<file path="src/shared/obt_pkg.sv">
// obt_pkg: constants, field layout and types shared by the octal bus transceiver files
package obt_pkg;

   // ************************************************************
   // widths and depths
   // ************************************************************
   localparam int unsigned DATA_W     = 8;
   localparam int unsigned LOG_DEPTH  = 8;
   localparam int unsigned LOG_W      = 2 * DATA_W + 2;
   localparam int unsigned LOG_PTR_W  = $clog2(LOG_DEPTH);
   localparam int unsigned LOG_CNT_W  = $clog2(LOG_DEPTH + 1);

   // ************************************************************
   // capture log word layout
   // ************************************************************
   localparam int unsigned LOG_A_LSB  = 0;
   localparam int unsigned LOG_B_LSB  = DATA_W;
   localparam int unsigned LOG_A_FLAG = 2 * DATA_W;
   localparam int unsigned LOG_B_FLAG = 2 * DATA_W + 1;

   // ************************************************************
   // select and enable encodings
   // ************************************************************
   localparam logic SEL_LIVE       = 1'b0;
   localparam logic SEL_STORED     = 1'b1;
   localparam logic OE_N_DRIVE     = 1'b0;
   localparam logic OE_N_RELEASE   = 1'b1;

   // ************************************************************
   // reset values and count constants
   // ************************************************************
   localparam logic [DATA_W-1:0]    DATA_RST     = 8'h00;
   localparam logic [LOG_W-1:0]     LOG_RST      = 18'h00000;
   localparam logic [LOG_PTR_W-1:0] PTR_RST      = 3'h0;
   localparam logic [LOG_CNT_W-1:0] CNT_RST      = 4'h0;
   localparam logic [LOG_PTR_W-1:0] PTR_ONE      = 3'h1;
   localparam logic [LOG_CNT_W-1:0] CNT_ONE      = 4'h1;
   localparam logic [LOG_CNT_W-1:0] CNT_FULL     = 4'h8;
   localparam logic                 FLAG_RST     = 1'b0;

   // ************************************************************
   // bus management modes
   // ************************************************************
   typedef enum logic [1:0] {
      OBT_ISOLATE,
      OBT_A_TO_B,
      OBT_B_TO_A,
      OBT_BOTH_WAYS
   } obt_mode_e;

endpackage

</file>
<file path="src/design/obt_fifo.sv">
// obt_fifo: synchronous fifo with valid/ready on both sides
`timescale 1ns/10ps
module obt_fifo #(
   parameter int unsigned WIDTH = obt_pkg::LOG_W,
   parameter int unsigned DEPTH = obt_pkg::LOG_DEPTH
) (
   input  wire logic                         clk,
   input  wire logic                         rst_n,
   input  wire logic                         ce,
   input  wire logic                         in_valid,
   output logic                              in_ready,
   input  wire logic [WIDTH-1:0]             in_data,
   output logic                              out_valid,
   input  wire logic                         out_ready,
   output logic [WIDTH-1:0]                  out_data,
   output logic [obt_pkg::LOG_CNT_W-1:0]     level
);
   import obt_pkg::*;

   logic [WIDTH-1:0]     mem [DEPTH];
   logic [LOG_PTR_W-1:0] wr_q;
   logic [LOG_PTR_W-1:0] rd_q;
   logic [LOG_CNT_W-1:0] cnt_q;
   logic [LOG_CNT_W-1:0] cnt_d;
   wire                  push;
   wire                  pop;

   function automatic logic [LOG_PTR_W-1:0] ptr_next(input logic [LOG_PTR_W-1:0] p);
      ptr_next = (p == LOG_PTR_W'(DEPTH - 1)) ? PTR_RST : p + PTR_ONE;
   endfunction

   // ************************************************************
   // handshake
   // ************************************************************
   assign in_ready  = (cnt_q != LOG_CNT_W'(DEPTH));
   assign out_valid = (cnt_q != CNT_RST);
   assign push      = ce & in_valid & in_ready;
   assign pop       = ce & out_valid & out_ready;
   assign out_data  = mem[rd_q];
   assign level     = cnt_q;

   always_comb begin
      cnt_d = cnt_q;
      if (push && !pop) begin
         cnt_d = cnt_q + CNT_ONE;
      end else if (pop && !push) begin
         cnt_d = cnt_q - CNT_ONE;
      end
   end

   // ************************************************************
   // storage
   // ************************************************************
   // data array has no reset; only words behind a valid count are read
   always_ff @(posedge clk) begin
      if (push) begin
         mem[wr_q] <= in_data;
      end
   end

   always_ff @(posedge clk or negedge rst_n) begin
      if (!rst_n) begin
         wr_q  <= PTR_RST;
         rd_q  <= PTR_RST;
         cnt_q <= CNT_RST;
      end else begin
         if (push) begin
            wr_q <= ptr_next(wr_q);
         end
         if (pop) begin
            rd_q <= ptr_next(rd_q);
         end
         cnt_q <= cnt_d;
      end
   end

endmodule

</file>
<file path="src/design/obt_transceiver.sv">
// obt_transceiver: octal registered bus transceiver between ports a and b
`timescale 1ns/10ps
module obt_transceiver (
   input  wire logic                          clk,
   input  wire logic                          rst_n,
   input  wire logic                          ce,
   input  wire logic [obt_pkg::DATA_W-1:0]    a_port_in,
   output logic      [obt_pkg::DATA_W-1:0]    a_port_out,
   output logic                               a_port_oe_n,
   input  wire logic [obt_pkg::DATA_W-1:0]    b_port_in,
   output logic      [obt_pkg::DATA_W-1:0]    b_port_out,
   output logic                               b_port_oe_n,
   input  wire logic                          a_capture_clock,
   input  wire logic                          b_capture_clock,
   input  wire logic                          a_drive_enable_n,
   input  wire logic                          b_drive_enable,
   input  wire logic                          a_source_select,
   input  wire logic                          b_source_select,
   output logic      [obt_pkg::DATA_W-1:0]    a_stored_value,
   output logic      [obt_pkg::DATA_W-1:0]    b_stored_value,
   output logic                               a_stored_valid,
   output logic                               b_stored_valid,
   output logic                               a_captured,
   output logic                               b_captured,
   output obt_pkg::obt_mode_e                 bus_mode,
   output logic                               log_valid,
   input  wire logic                          log_ready,
   output logic      [obt_pkg::LOG_W-1:0]     log_data,
   output logic      [obt_pkg::LOG_CNT_W-1:0] log_level,
   output logic                               log_in_ready,
   output logic                               log_overflow,
   input  wire logic                          log_overflow_clear
);
   import obt_pkg::*;

   // ************************************************************
   // declarations
   // ************************************************************
   logic [DATA_W-1:0] a_reg_q;
   logic [DATA_W-1:0] b_reg_q;
   logic              a_seen_q;
   logic              b_seen_q;
   logic              a_clk_prev_q;
   logic              b_clk_prev_q;
   logic              a_cap_pulse_q;
   logic              b_cap_pulse_q;
   logic [DATA_W-1:0] a_out_q;
   logic [DATA_W-1:0] b_out_q;
   logic [DATA_W-1:0] a_out_d;
   logic [DATA_W-1:0] b_out_d;
   logic              a_oe_n_q;
   logic              b_oe_n_q;
   obt_mode_e         mode_q;
   obt_mode_e         mode_d;
   logic              overflow_q;
   logic              overflow_d;

   wire               a_cap_edge;
   wire               b_cap_edge;
   wire [DATA_W-1:0]  a_stored_safe;
   wire [DATA_W-1:0]  b_stored_safe;
   wire               a_drive_req;
   wire               b_drive_req;
   wire               log_push;
   wire [LOG_W-1:0]   log_word;
   wire               fifo_in_ready;
   wire               log_drop;

   // ************************************************************
   // functions
   // ************************************************************
   // one rising-edge detector shape for both capture clocks
   function automatic logic rise(input logic now, input logic prev);
      rise = now & ~prev;
   endfunction

   // source mux shared by both directions
   function automatic logic [DATA_W-1:0] pick_source(
      input logic              sel,
      input logic [DATA_W-1:0] live,
      input logic [DATA_W-1:0] stored
   );
      pick_source = (sel == SEL_STORED) ? stored : live;
   endfunction

   // stored value shown as zero until the first capture, so no unknown leaks out
   function automatic logic [DATA_W-1:0] mask_unseen(
      input logic              seen,
      input logic [DATA_W-1:0] value
   );
      mask_unseen = seen ? value : DATA_RST;
   endfunction

   // ************************************************************
   // capture clock edge detection
   // ************************************************************
   // capture clocks are sampled as synchronous inputs of clk
   assign a_cap_edge = ce & rise(a_capture_clock, a_clk_prev_q);
   assign b_cap_edge = ce & rise(b_capture_clock, b_clk_prev_q);

   always_ff @(posedge clk or negedge rst_n) begin
      if (!rst_n) begin
         a_clk_prev_q <= FLAG_RST;
         b_clk_prev_q <= FLAG_RST;
      end else if (ce) begin
         a_clk_prev_q <= a_capture_clock;
         b_clk_prev_q <= b_capture_clock;
      end
   end

   // ************************************************************
   // storage registers
   // ************************************************************
   // no reset, hold
   always_ff @(posedge clk) begin
      if (a_cap_edge) begin
         a_reg_q <= a_port_in;
      end
   end

   always_ff @(posedge clk) begin
      if (b_cap_edge) begin
         b_reg_q <= b_port_in;
      end
   end

   // marks that each register holds a real captured word
   always_ff @(posedge clk or negedge rst_n) begin
      if (!rst_n) begin
         a_seen_q <= FLAG_RST;
         b_seen_q <= FLAG_RST;
      end else begin
         if (a_cap_edge) begin
            a_seen_q <= 1'b1;
         end
         if (b_cap_edge) begin
            b_seen_q <= 1'b1;
         end
      end
   end

   assign a_stored_safe = mask_unseen(a_seen_q, a_reg_q);
   assign b_stored_safe = mask_unseen(b_seen_q, b_reg_q);

   // ************************************************************
   // source selection
   // ************************************************************
   // select live or stored
   assign a_out_d = pick_source(a_source_select, b_port_in, b_stored_safe);

   assign b_out_d = pick_source(b_source_select, a_port_in, a_stored_safe);

   // ************************************************************
   // drive enables
   // ************************************************************
   // enable polarities
   assign a_drive_req = (a_drive_enable_n == OE_N_DRIVE);
   assign b_drive_req = b_drive_enable;

   always_comb begin
      mode_d = OBT_ISOLATE;
      case ({a_drive_req, b_drive_req})
         2'b01: begin
            mode_d = OBT_A_TO_B;
         end
         2'b10: begin
            mode_d = OBT_B_TO_A;
         end
         2'b11: begin
            mode_d = OBT_BOTH_WAYS;
         end
         default: begin
            mode_d = OBT_ISOLATE;
         end
      endcase
   end

   // ************************************************************
   // port output stage
   // ************************************************************
   // the mux result is retimed, so a select change moves the whole word in
   // one clk edge; costs one cycle of latency on every path to the pins
   always_ff @(posedge clk or negedge rst_n) begin
      if (!rst_n) begin
         a_out_q  <= DATA_RST;
         b_out_q  <= DATA_RST;
         a_oe_n_q <= OE_N_RELEASE;
         b_oe_n_q <= OE_N_RELEASE;
         mode_q   <= OBT_ISOLATE;
      end else if (ce) begin
         a_out_q  <= a_out_d;
         b_out_q  <= b_out_d;
         a_oe_n_q <= a_drive_req ? OE_N_DRIVE : OE_N_RELEASE;
         b_oe_n_q <= b_drive_req ? OE_N_DRIVE : OE_N_RELEASE;
         mode_q   <= mode_d;
      end
   end

   assign a_port_out  = a_out_q;
   assign a_port_oe_n = a_oe_n_q;
   assign b_port_out  = b_out_q;
   assign b_port_oe_n = b_oe_n_q;
   assign bus_mode    = mode_q;

   // ************************************************************
   // dual-register load through a driven port
   // ************************************************************
   // b register takes driven b lines
   // a register takes driven a lines
   // both fall out of ungated capture plus the port loop above; the driven
   // side carries the opposite bus one clk later, so the far bus must be
   // steady for a cycle before the clocks rise
   // with a stored select, simultaneous edges load the old word instead

   // ************************************************************
   // capture status
   // ************************************************************
   always_ff @(posedge clk or negedge rst_n) begin
      if (!rst_n) begin
         a_cap_pulse_q <= FLAG_RST;
         b_cap_pulse_q <= FLAG_RST;
      end else if (ce) begin
         a_cap_pulse_q <= a_cap_edge;
         b_cap_pulse_q <= b_cap_edge;
      end
   end

   assign a_captured     = a_cap_pulse_q;
   assign b_captured     = b_cap_pulse_q;
   assign a_stored_value = a_stored_safe;
   assign b_stored_value = b_stored_safe;
   assign a_stored_valid = a_seen_q;
   assign b_stored_valid = b_seen_q;

   // ************************************************************
   // capture log
   // ************************************************************
   // every capture event is logged; a full log never stalls capture, it
   // drops the word and raises the sticky overflow instead
   assign log_push = a_cap_edge | b_cap_edge;

   assign log_word[LOG_A_LSB +: DATA_W] = a_port_in;
   assign log_word[LOG_B_LSB +: DATA_W] = b_port_in;
   assign log_word[LOG_A_FLAG]          = a_cap_edge;
   assign log_word[LOG_B_FLAG]          = b_cap_edge;

   assign log_drop     = log_push & ~fifo_in_ready;
   assign log_in_ready = fifo_in_ready;

   obt_fifo #(
      .WIDTH (LOG_W),
      .DEPTH (LOG_DEPTH)
   ) u_log (
      .clk       (clk),
      .rst_n     (rst_n),
      .ce        (ce),
      .in_valid  (log_push),
      .in_ready  (fifo_in_ready),
      .in_data   (log_word),
      .out_valid (log_valid),
      .out_ready (log_ready),
      .out_data  (log_data),
      .level     (log_level)
   );

   // a drop in the clear cycle keeps the flag set
   always_comb begin
      overflow_d = overflow_q;
      if (log_overflow_clear) begin
         overflow_d = FLAG_RST;
      end
      if (log_drop) begin
         overflow_d = 1'b1;
      end
   end

   always_ff @(posedge clk or negedge rst_n) begin
      if (!rst_n) begin
         overflow_q <= FLAG_RST;
      end else if (ce) begin
         overflow_q <= overflow_d;
      end
   end

   assign log_overflow = overflow_q;

endmodule

</file>
<file path="config.mk">
export PLATFORM = sky130hd
export DESIGN_NAME = obt_transceiver
export DESIGN_NICKNAME = d
export VERILOG_FILES = /design/src/shared/obt_pkg.sv /design/src/design/obt_fifo.sv /design/src/design/obt_transceiver.sv
export SDC_FILE = /design/constraint.sdc
export NUM_CORES = 1
export LEC_CHECK = 0
export BUFFER_PORTS_ARGS = -buffer_cell sky130_fd_sc_hd__buf_2
export CORE_MARGIN = 2
export CORE_UTILIZATION = 58
export CTS_CLUSTER_SIZE = 8
export DETAILED_ROUTE_END_ITERATION = 10
export PLACE_DENSITY = 0.78
export SETUP_SLACK_MARGIN = 0.1
export SLEW_MARGIN = 5
export SYNTH_ARGS = -nofsm -noshare
export SYNTH_HDL_FRONTEND = slang
export SYNTH_SLANG_ARGS = --single-unit
</file>
<file path="constraint.sdc">
create_clock -name clk -period 3.64 [get_ports clk]
set_input_delay 0.182 -clock clk [delete_from_list [all_inputs] [get_ports clk]]
set_output_delay 0.182 -clock clk [all_outputs]
set_load 0.02 [all_outputs]
</file>
==> results summary, run 1 <==
After synthesis the cells add up to 7870 sq um. The placeable core region is 13240 sq um. In the final routed layout, each cell accounts on average for 21.28 um. The smallest clock period supported by the final layout is computed as 2.969 ns. Global routing used 22.86% of the available tracks across all layers. The worst path uses 81.56% of the clock period. The kind of critical path is register to register. The total of flip-flops plus latches after synthesis came out at 197. The synthesized instance count came out at 412. The width of the chip is 120.5 um. The CTS tree is done. The kind of launch point of the worst setup path is a register.

The total grt overflow came out at 0. Tracing the worst setup path back leads to its startpoint at u_log.level[0]. The final setup skew is 0.01166 ns. The highest clock rate came out at 0.3369 GHz. For the worst setup path, the data required time is 3.94 ns. The max-slew violation total from the final report came out at 0.

The power per cell area came out at 726.9 nW/um^2. The floorplan step defined a die boundary enclosing 14520 sq um. The most common cell after layout, fill and taps aside is sky130_fd_sc_hd__edfxtp_1. The via count of the first global-routing pass is 4403. The netlist uses 35 different library cells.

The min-delay analysis places its worst path in the category input port to register. The worst reg2reg path startpoint is u_log.level[0]. The growth of design area from synthesis to finish is 17.15%. In this run the deepest clock path goes through 2 buffers. The violation count after the first detailed-route iteration is 280.

The average instance in the mapped netlist occupies 19.10 sq um. The ratio of routed vias to standard cells is 5.795. The overall routed net length came out at 15060 um. The proportion of layout cells with a drive suffix above 1 is 39.10%. In this run the core area contains 42 standard-cell rows. STA classifies the critical path endpoint as a register.

VDD sags by at most 0.5102 mV. The starting utilization of the core area is 59.43%. The transition time at the pin with the least slew margin is 1.057 ns. The share of synthesized flip-flops with an asynchronous set or reset is 18.78%. Setup slack closes at 0.6714 ns. The first-pass GRT wire length is 24120 um. Leaving out fill and tap cells, the most frequent cells in the layout are 160 x sky130_fd_sc_hd__edfxtp_1, 91 x sky130_fd_sc_hd__buf_2, 36 x sky130_fd_sc_hd__mux4_2.

The number of antenna violations at the first check in global routing was 0. The number of buffers added on ports came out at 91. The first-pass iteration count of the detailed router came out at 5.

The length in cells of the worst reg-to-reg path came out at 9. The number of filler instances in the final layout came out at 865. The final number of hold-violating endpoints came out at 0. The count of maximum capacitance violations is 0. The clock insertion delay at the later pin of the skew report is 0.43 ns. The pin count of the biggest net entering global routing came out at 38. The maximum level of the CTS H-tree came out at 4. Detailed placement ended at an HPWL of 9220 um.

The number of setup buffers added after CTS came out at 0. The DRC violations left is 0. In this run the count of I/O pins placed on the die edge is 92.

The total number of yosys warnings came out at 0. Setup repair after global routing left no endpoint under its margin. The synthesized netlist net count is 447. The worst slew margin relative to its limit came out at 29.56%.

Clock tree synthesis inserted a total of 17 buffers. The final setup violation count is 0. Before CTS, the worst setup slack after placement is 0.6945 ns. The summed negative setup slack over all endpoints is 0 ns. The number of nets in the final layout came out at 554.

The capture instance of the worst register-to-register path is u_log.level[3]. In this run the worst setup path terminates at u_log.level[3]. The cell sitting at the root of the clock tree is a sky130_fd_sc_hd__clkbuf_16. The most used flip-flop cell after synthesis is sky130_fd_sc_hd__edfxtp_1.

The count of nets left with antenna violations after detail routing is 0. The count of flip-flops with a built-in enable after synthesis came out at 160. The part of the Yosys area used for sequential elements is 72.85%. The tree built by TritonCTS fans out to 197 sinks.

The height of the die came out at 120.5 um. The maximum fanout count along the critical path is 8. Setup slack on the worst reg-to-reg path comes out at 0.67 ns. The worst endpoint data arrival time is 3.27 ns. The routability congestion estimate from global placement came out at 0.8578. The clock edge transition at the registers on the reported setup and hold paths is 0.07 ns.

The leakage power summed over all cells came out at 0.003363 uW. The flow ran to the end, and the final reports show no timing, DRC or antenna violations. The final antenna diode count is 0. The count of vias placed by the detailed router is 4103.
[flip-flops by register name, summed over array words and instances (netlist names)]
signal	count
b_port_oe_n	1
b_reg_q	8
log_overflow	1
u_log.wr_q	3
a_captured	1
bus_mode	2
b_clk_prev_q	1
a_clk_prev_q	1
u_log.rd_q	3
b_captured	1
a_port_out	8
u_log.mem	144
b_stored_valid	1
u_log.level	4
a_reg_q	8
b_port_out	8
a_port_oe_n	1
a_stored_valid	1
[cells by family (layout without fill, tap and decap cells)]
| kind of cell | Yosys count | after routing | synth area share (%) |
|---|---|---|---|
| xor+xnor | 2 | 2 | 0.2226 |
| mux | 84 | 84 | 17.15 |
| compound gates | 28 | 28 | 2.178 |
| fa+ha+maj | 8 | 8 | 1.367 |
| simple gates | 65 | 65 | 4.420 |
| flops | 197 | 197 | 72.85 |
| buf+inv | 28 | 148 | 1.812 |
[cells in the mapped netlist, drive strengths merged, types with 7 or more instances]
library cell    n  area share, %
mux4           36             10
ha              7            1.1
clkbuf          7           0.33
buf            12            1.0
nand2           7           0.33
inv             9           0.43
a21oi          18            1.1
and2           16            1.3
mux2           29            4.4
dfrtp          35             11
edfxtp        160             61
nor2           21            1.0
mux2i          19            2.4
[repair_timing]
item                                   4_1_cts  5_1_grt
hold buffers                                 5        0
gates resized for setup                      0        0
endpoints found under the hold margin       41        0
[power by group]
group / switching, uW / internal, uW / total (uW)
clock network: 780 / 1150 / 1930
logic: 973 / 921 / 1890
registers: 224 / 2660 / 2880
[area by class of cell]
type	count	area (sq um)	share of cell area (%)
inverter	9	33.78	0.3664
clock inverter	14	181.4	1.968
tap	176	220.2	2.388
multi-input combinational	187	2021	21.92
timing repair buffer	107	600.6	6.514
clock buffer	18	429.2	4.655
sequential	197	5734	62.19
[stage by stage]
step | area (sq um) | total power [uW] | hold WS, ns | utilization, % | instances
4_1_cts | 9220 | 6757 | 0.009871 | 69.62 | 708
2_1_floorplan | 7870 | 4292 | -0.1136 | - | 412
5_1_grt | 9220 | 6999 | 0.04538 | 69.62 | 708
3_5_place_dp | 8559 | 4837 | 0.3207 | 64.64 | 671
6_report | 9220 | 6702 | 0.02751 | 69.62 | 708
3_3_place_gp | 8559 | 4755 | 0.3046 | 64.64 | 671
[per-layer routing]
metal	global-route usage, %	share of wire (%)	vias to the layer above
met2	37.08	51	136
met4	7.340	1.4	0
li1	-	-	1826
met1	30.66	42	2126
met3	6.132	5.8	15
met5	0	0	-
[worst max-delay path: stages, from the launching register on]
cell and delay [ns]:
sky130_fd_sc_hd__dfrtp_1 0.48, sky130_fd_sc_hd__or4b_4 0.60, sky130_fd_sc_hd__o211ai_4 0.20, sky130_fd_sc_hd__inv_1 0.08
sky130_fd_sc_hd__ha_1 0.26, sky130_fd_sc_hd__inv_1 0.16, sky130_fd_sc_hd__ha_1 0.32, sky130_fd_sc_hd__or4_1 0.51
sky130_fd_sc_hd__o211ai_1 0.13, sky130_fd_sc_hd__o211ai_1 0.11
[worst min path at each step]
stage	start	end	cells after the start	slack [ns]
final	log_overflow_clear	log_overflow	4	0.03
after global routing	log_overflow_clear	log_overflow	4	0.05
after CTS	log_overflow_clear	log_overflow	4	0.01
after detailed placement	rst_n	a_port_out[5]	1	0.32
after global placement	rst_n	a_port_out[2]	1	0.30
after floorplan	rst_n	a_captured	0	-0.11
(Power assumes the default switching activity.)
==> run 2: changes to the inputs <==
--- a/config.mk
+++ b/config.mk
@@ -7,10 +7,10 @@
 export LEC_CHECK = 0
 export BUFFER_PORTS_ARGS = -buffer_cell sky130_fd_sc_hd__buf_2
 export CORE_MARGIN = 2
-export CORE_UTILIZATION = 58
+export CORE_UTILIZATION = 52
 export CTS_CLUSTER_SIZE = 8
 export DETAILED_ROUTE_END_ITERATION = 10
-export PLACE_DENSITY = 0.78
+export PLACE_DENSITY = 0.74
 export SETUP_SLACK_MARGIN = 0.1
 export SLEW_MARGIN = 5
 export SYNTH_ARGS = -nofsm -noshare
==> constraint.sdc (replaced) <==
create_clock -name clk -period 2.55 [get_ports clk]
set_input_delay 0.1275 -clock clk [delete_from_list [all_inputs] [get_ports clk]]
set_output_delay 0.1275 -clock clk [all_outputs]
set_load 0.02 [all_outputs]
==> run 2 against run 1 <==
  * Via count grew 1.9%
  * First-iteration DRC count grew 26%
  * Total power grew 39%
  * Critical endpoint unchanged
  * Non-clock buffer count grew 17
  * Register-to-register slack lost 0.63 ns
  * Highest routed layer unchanged
  * Final cell count grew 3.2%
  * Sequential cell count is the same
  * Cell area grew 1.1%
  * Clock power grew 17%
==> results summary, run 2 (synthesized netlist as in run 1, its figures left out) <==
Derived from the worst setup path, the maximum achievable clock frequency is 0.3980 GHz. The max-slew violation total from the final report is 0. The top cell types in the final layout, fill and taps aside, are 160 x sky130_fd_sc_hd__edfxtp_1, 91 x sky130_fd_sc_hd__buf_2, 36 x sky130_fd_sc_hd__mux4_2.

In the final routed layout, each cell accounts on average for 20.76 um. The worst-case IR drop observed on VDD is 0.8070 mV. The width of the chip is 127.0 um. The utilization of the core after routing came out at 63.63%. The amount of wire on met2 after detailed routing came out at 7443 um. The number of flip-flops in the largest register is 144. The count of maximum capacitance violations is 0. STA classifies the critical path startpoint as a register. The worst endpoint data arrival time is 2.80 ns. Counting along the longest clock path gives a buffer depth of 2. By startpoint and endpoint, the worst setup path is classified as register to register.

In the routed design, unresolved DRC markers number 0. The clock edge transition at the registers on the reported setup and hold paths came out at 0.06 ns. The total number of clock tree sinks came out at 197.

For this design the static power due to leakage is 0.003391 uW. The CTS buffer count came out at 17. The starting utilization of the core area came out at 53.74%. The number of cells in the design after placement came out at 689. The violation count after the first detailed-route iteration came out at 352. The floorplan die area came out at 16140 sq um. The count of vias placed by the detailed router is 4183.

The maximum fanout count along the critical path came out at 5. The number of cell rows came out at 44. For the pin with the worst max-slew slack, the measured transition is 0.8125 ns. The largest register by flop count is u_log.mem. The number of primary I/O pins is 92.

The via count of the first global-routing pass came to 4407. The ratio of routed vias to standard cells is 5.722. The internal reg-to-reg setup slack is 0.04 ns. The endpoint type of the worst setup path is a register. The final number of hold-violating endpoints was 0.

Once detailed placement completed, the half-perimeter wirelength came to 9512 um. The run finished with clean final reports. The worst slew margin relative to its limit is 45.84%. The count of nets left with antenna violations after detail routing came out at 0.

The placeable core region is 14640 sq um. The portion of the clock cycle consumed by the worst path in the final layout came out at 98.54%. In the detailed route, the total length drawn on met3 is 667 um. The number of nets in the final layout is 571. After detailed routing, no signal wire sits above met4. The H-tree was split into 4 levels. The first-pass iteration count of the detailed router came out at 4. The CTS tree is done. The routability congestion estimate from global placement is 0.8239.

The pin count of the biggest net entering global routing came out at 38. The worst hold slack across all endpoints is 0.02228 ns. The buffer cell driving the clock tree root is sky130_fd_sc_hd__clkbuf_16. The total grt overflow came out at 0. The first-pass GRT wire length is 24480 um. The power per cell area came out at 996.9 nW/um^2. The number of antenna violations at the first check in global routing came out at 0. The most common cell after layout, fill and taps aside is sky130_fd_sc_hd__edfxtp_1. The clock insertion delay at the later pin of the skew report came out at 0.42 ns. Setup violations remaining at the end of the flow were counted as 0. The die is 127.0 um tall.

The path class of the tightest hold or removal check is input port to register. The proportion of layout cells with a drive suffix above 1 came out at 40.40%. The routed design could run at a clock period as short as 2.513 ns. Setup repair after global routing could not meet its margin everywhere. For the final database, setup skew stands at 0.006432 ns. Relative to the synthesized area, the layout overhead comes to 18.39%. The number of buffers added on ports is 91. The final antenna diode count is 0.

The final standard cell count with taps included and fillers excluded is 731. The required time at the worst-slack endpoint came out at 2.83 ns. The sum of routed wire segments on met1 came out at 6785 um. The overall routed net length is 15180 um. The combined global-route utilization of all metal layers is 20.29%.
-- run 2: changes by cell type in the layout (fill, tap and decap cells not counted), sizes merged --
cell	previous run	this run
buf	102	116
bufinv	4	0
clkbuf	18	22
dlygate4sd3	5	8
inv	11	9
-- run 2: metrics by stage --
stage / TNS, ns / cell area [sq um] / setup WS, ns / power (uW)
final: 0 / 9318 / 0.03723 / 9289
after global routing: -0.02883 / 9318 / -0.02883 / 9729
after CTS: 0 / 9305 / 0.06310 / 9369
after detailed placement: -0.08974 / 8708 / -0.08974 / 7099
after global placement: 0 / 8708 / 0.04603 / 6998
after floorplan: -9.460 / 7899 / -0.1732 / 6156
-- run 2: per-layer routing --
layer / vias up / global-route usage, %
met3: 26 / 4.941
li1: 1866 / -
met4: 0 / 6.852
met1: 2178 / 27.64
met2: 113 / 32.73
met5: - / 0
-- run 2: worst paths after layout --
kind,depth (start not counted),to,from
setup / recovery,9,u_log.level[3],u_log.level[0]
hold / removal,1,u_log.mem[4][0],a_port_in[0]
setup reg to reg,9,u_log.level[3],u_log.level[0]
hold reg to reg,2,b_port_oe_n,b_port_oe_n
max in group asynchronous,2,u_log.rd_q[0],rst_n
min in group asynchronous,2,a_port_out[7],rst_n
-- run 2: critical path: stages, from the launching register on --
cell	delay (ns)
sky130_fd_sc_hd__dfrtp_2	0.42
sky130_fd_sc_hd__or4_4	0.54
sky130_fd_sc_hd__and3_4	0.20
sky130_fd_sc_hd__inv_4	0.05
sky130_fd_sc_hd__ha_4	0.14
sky130_fd_sc_hd__inv_4	0.05
sky130_fd_sc_hd__ha_4	0.23
sky130_fd_sc_hd__or4_1	0.46
sky130_fd_sc_hd__o211ai_1	0.15
sky130_fd_sc_hd__o211ai_1	0.14
-- run 2: layout make-up --
type	count	area [sq um]
inverter	9	38.79
multi-input combinational	187	2054
tap	184	230.2
fill	1037	5326
clock buffer	22	444.2
timing repair buffer	124	773.2
sequential	197	5739
clock inverter	8	37.54
-- run 2: repair_timing --
action,4_1_cts,5_1_grt
endpoints found under the hold margin,52,0
endpoints found under the setup margin,1,8
gates resized for setup,4,2
hold buffers,8,0
pin swaps,4,3
setup buffers,3,1
-- run 2: power breakdown --
group	internal, uW	switching [uW]
registers	3800	262
clock network	1220	1040
logic	1480	1500
total	6500	2790
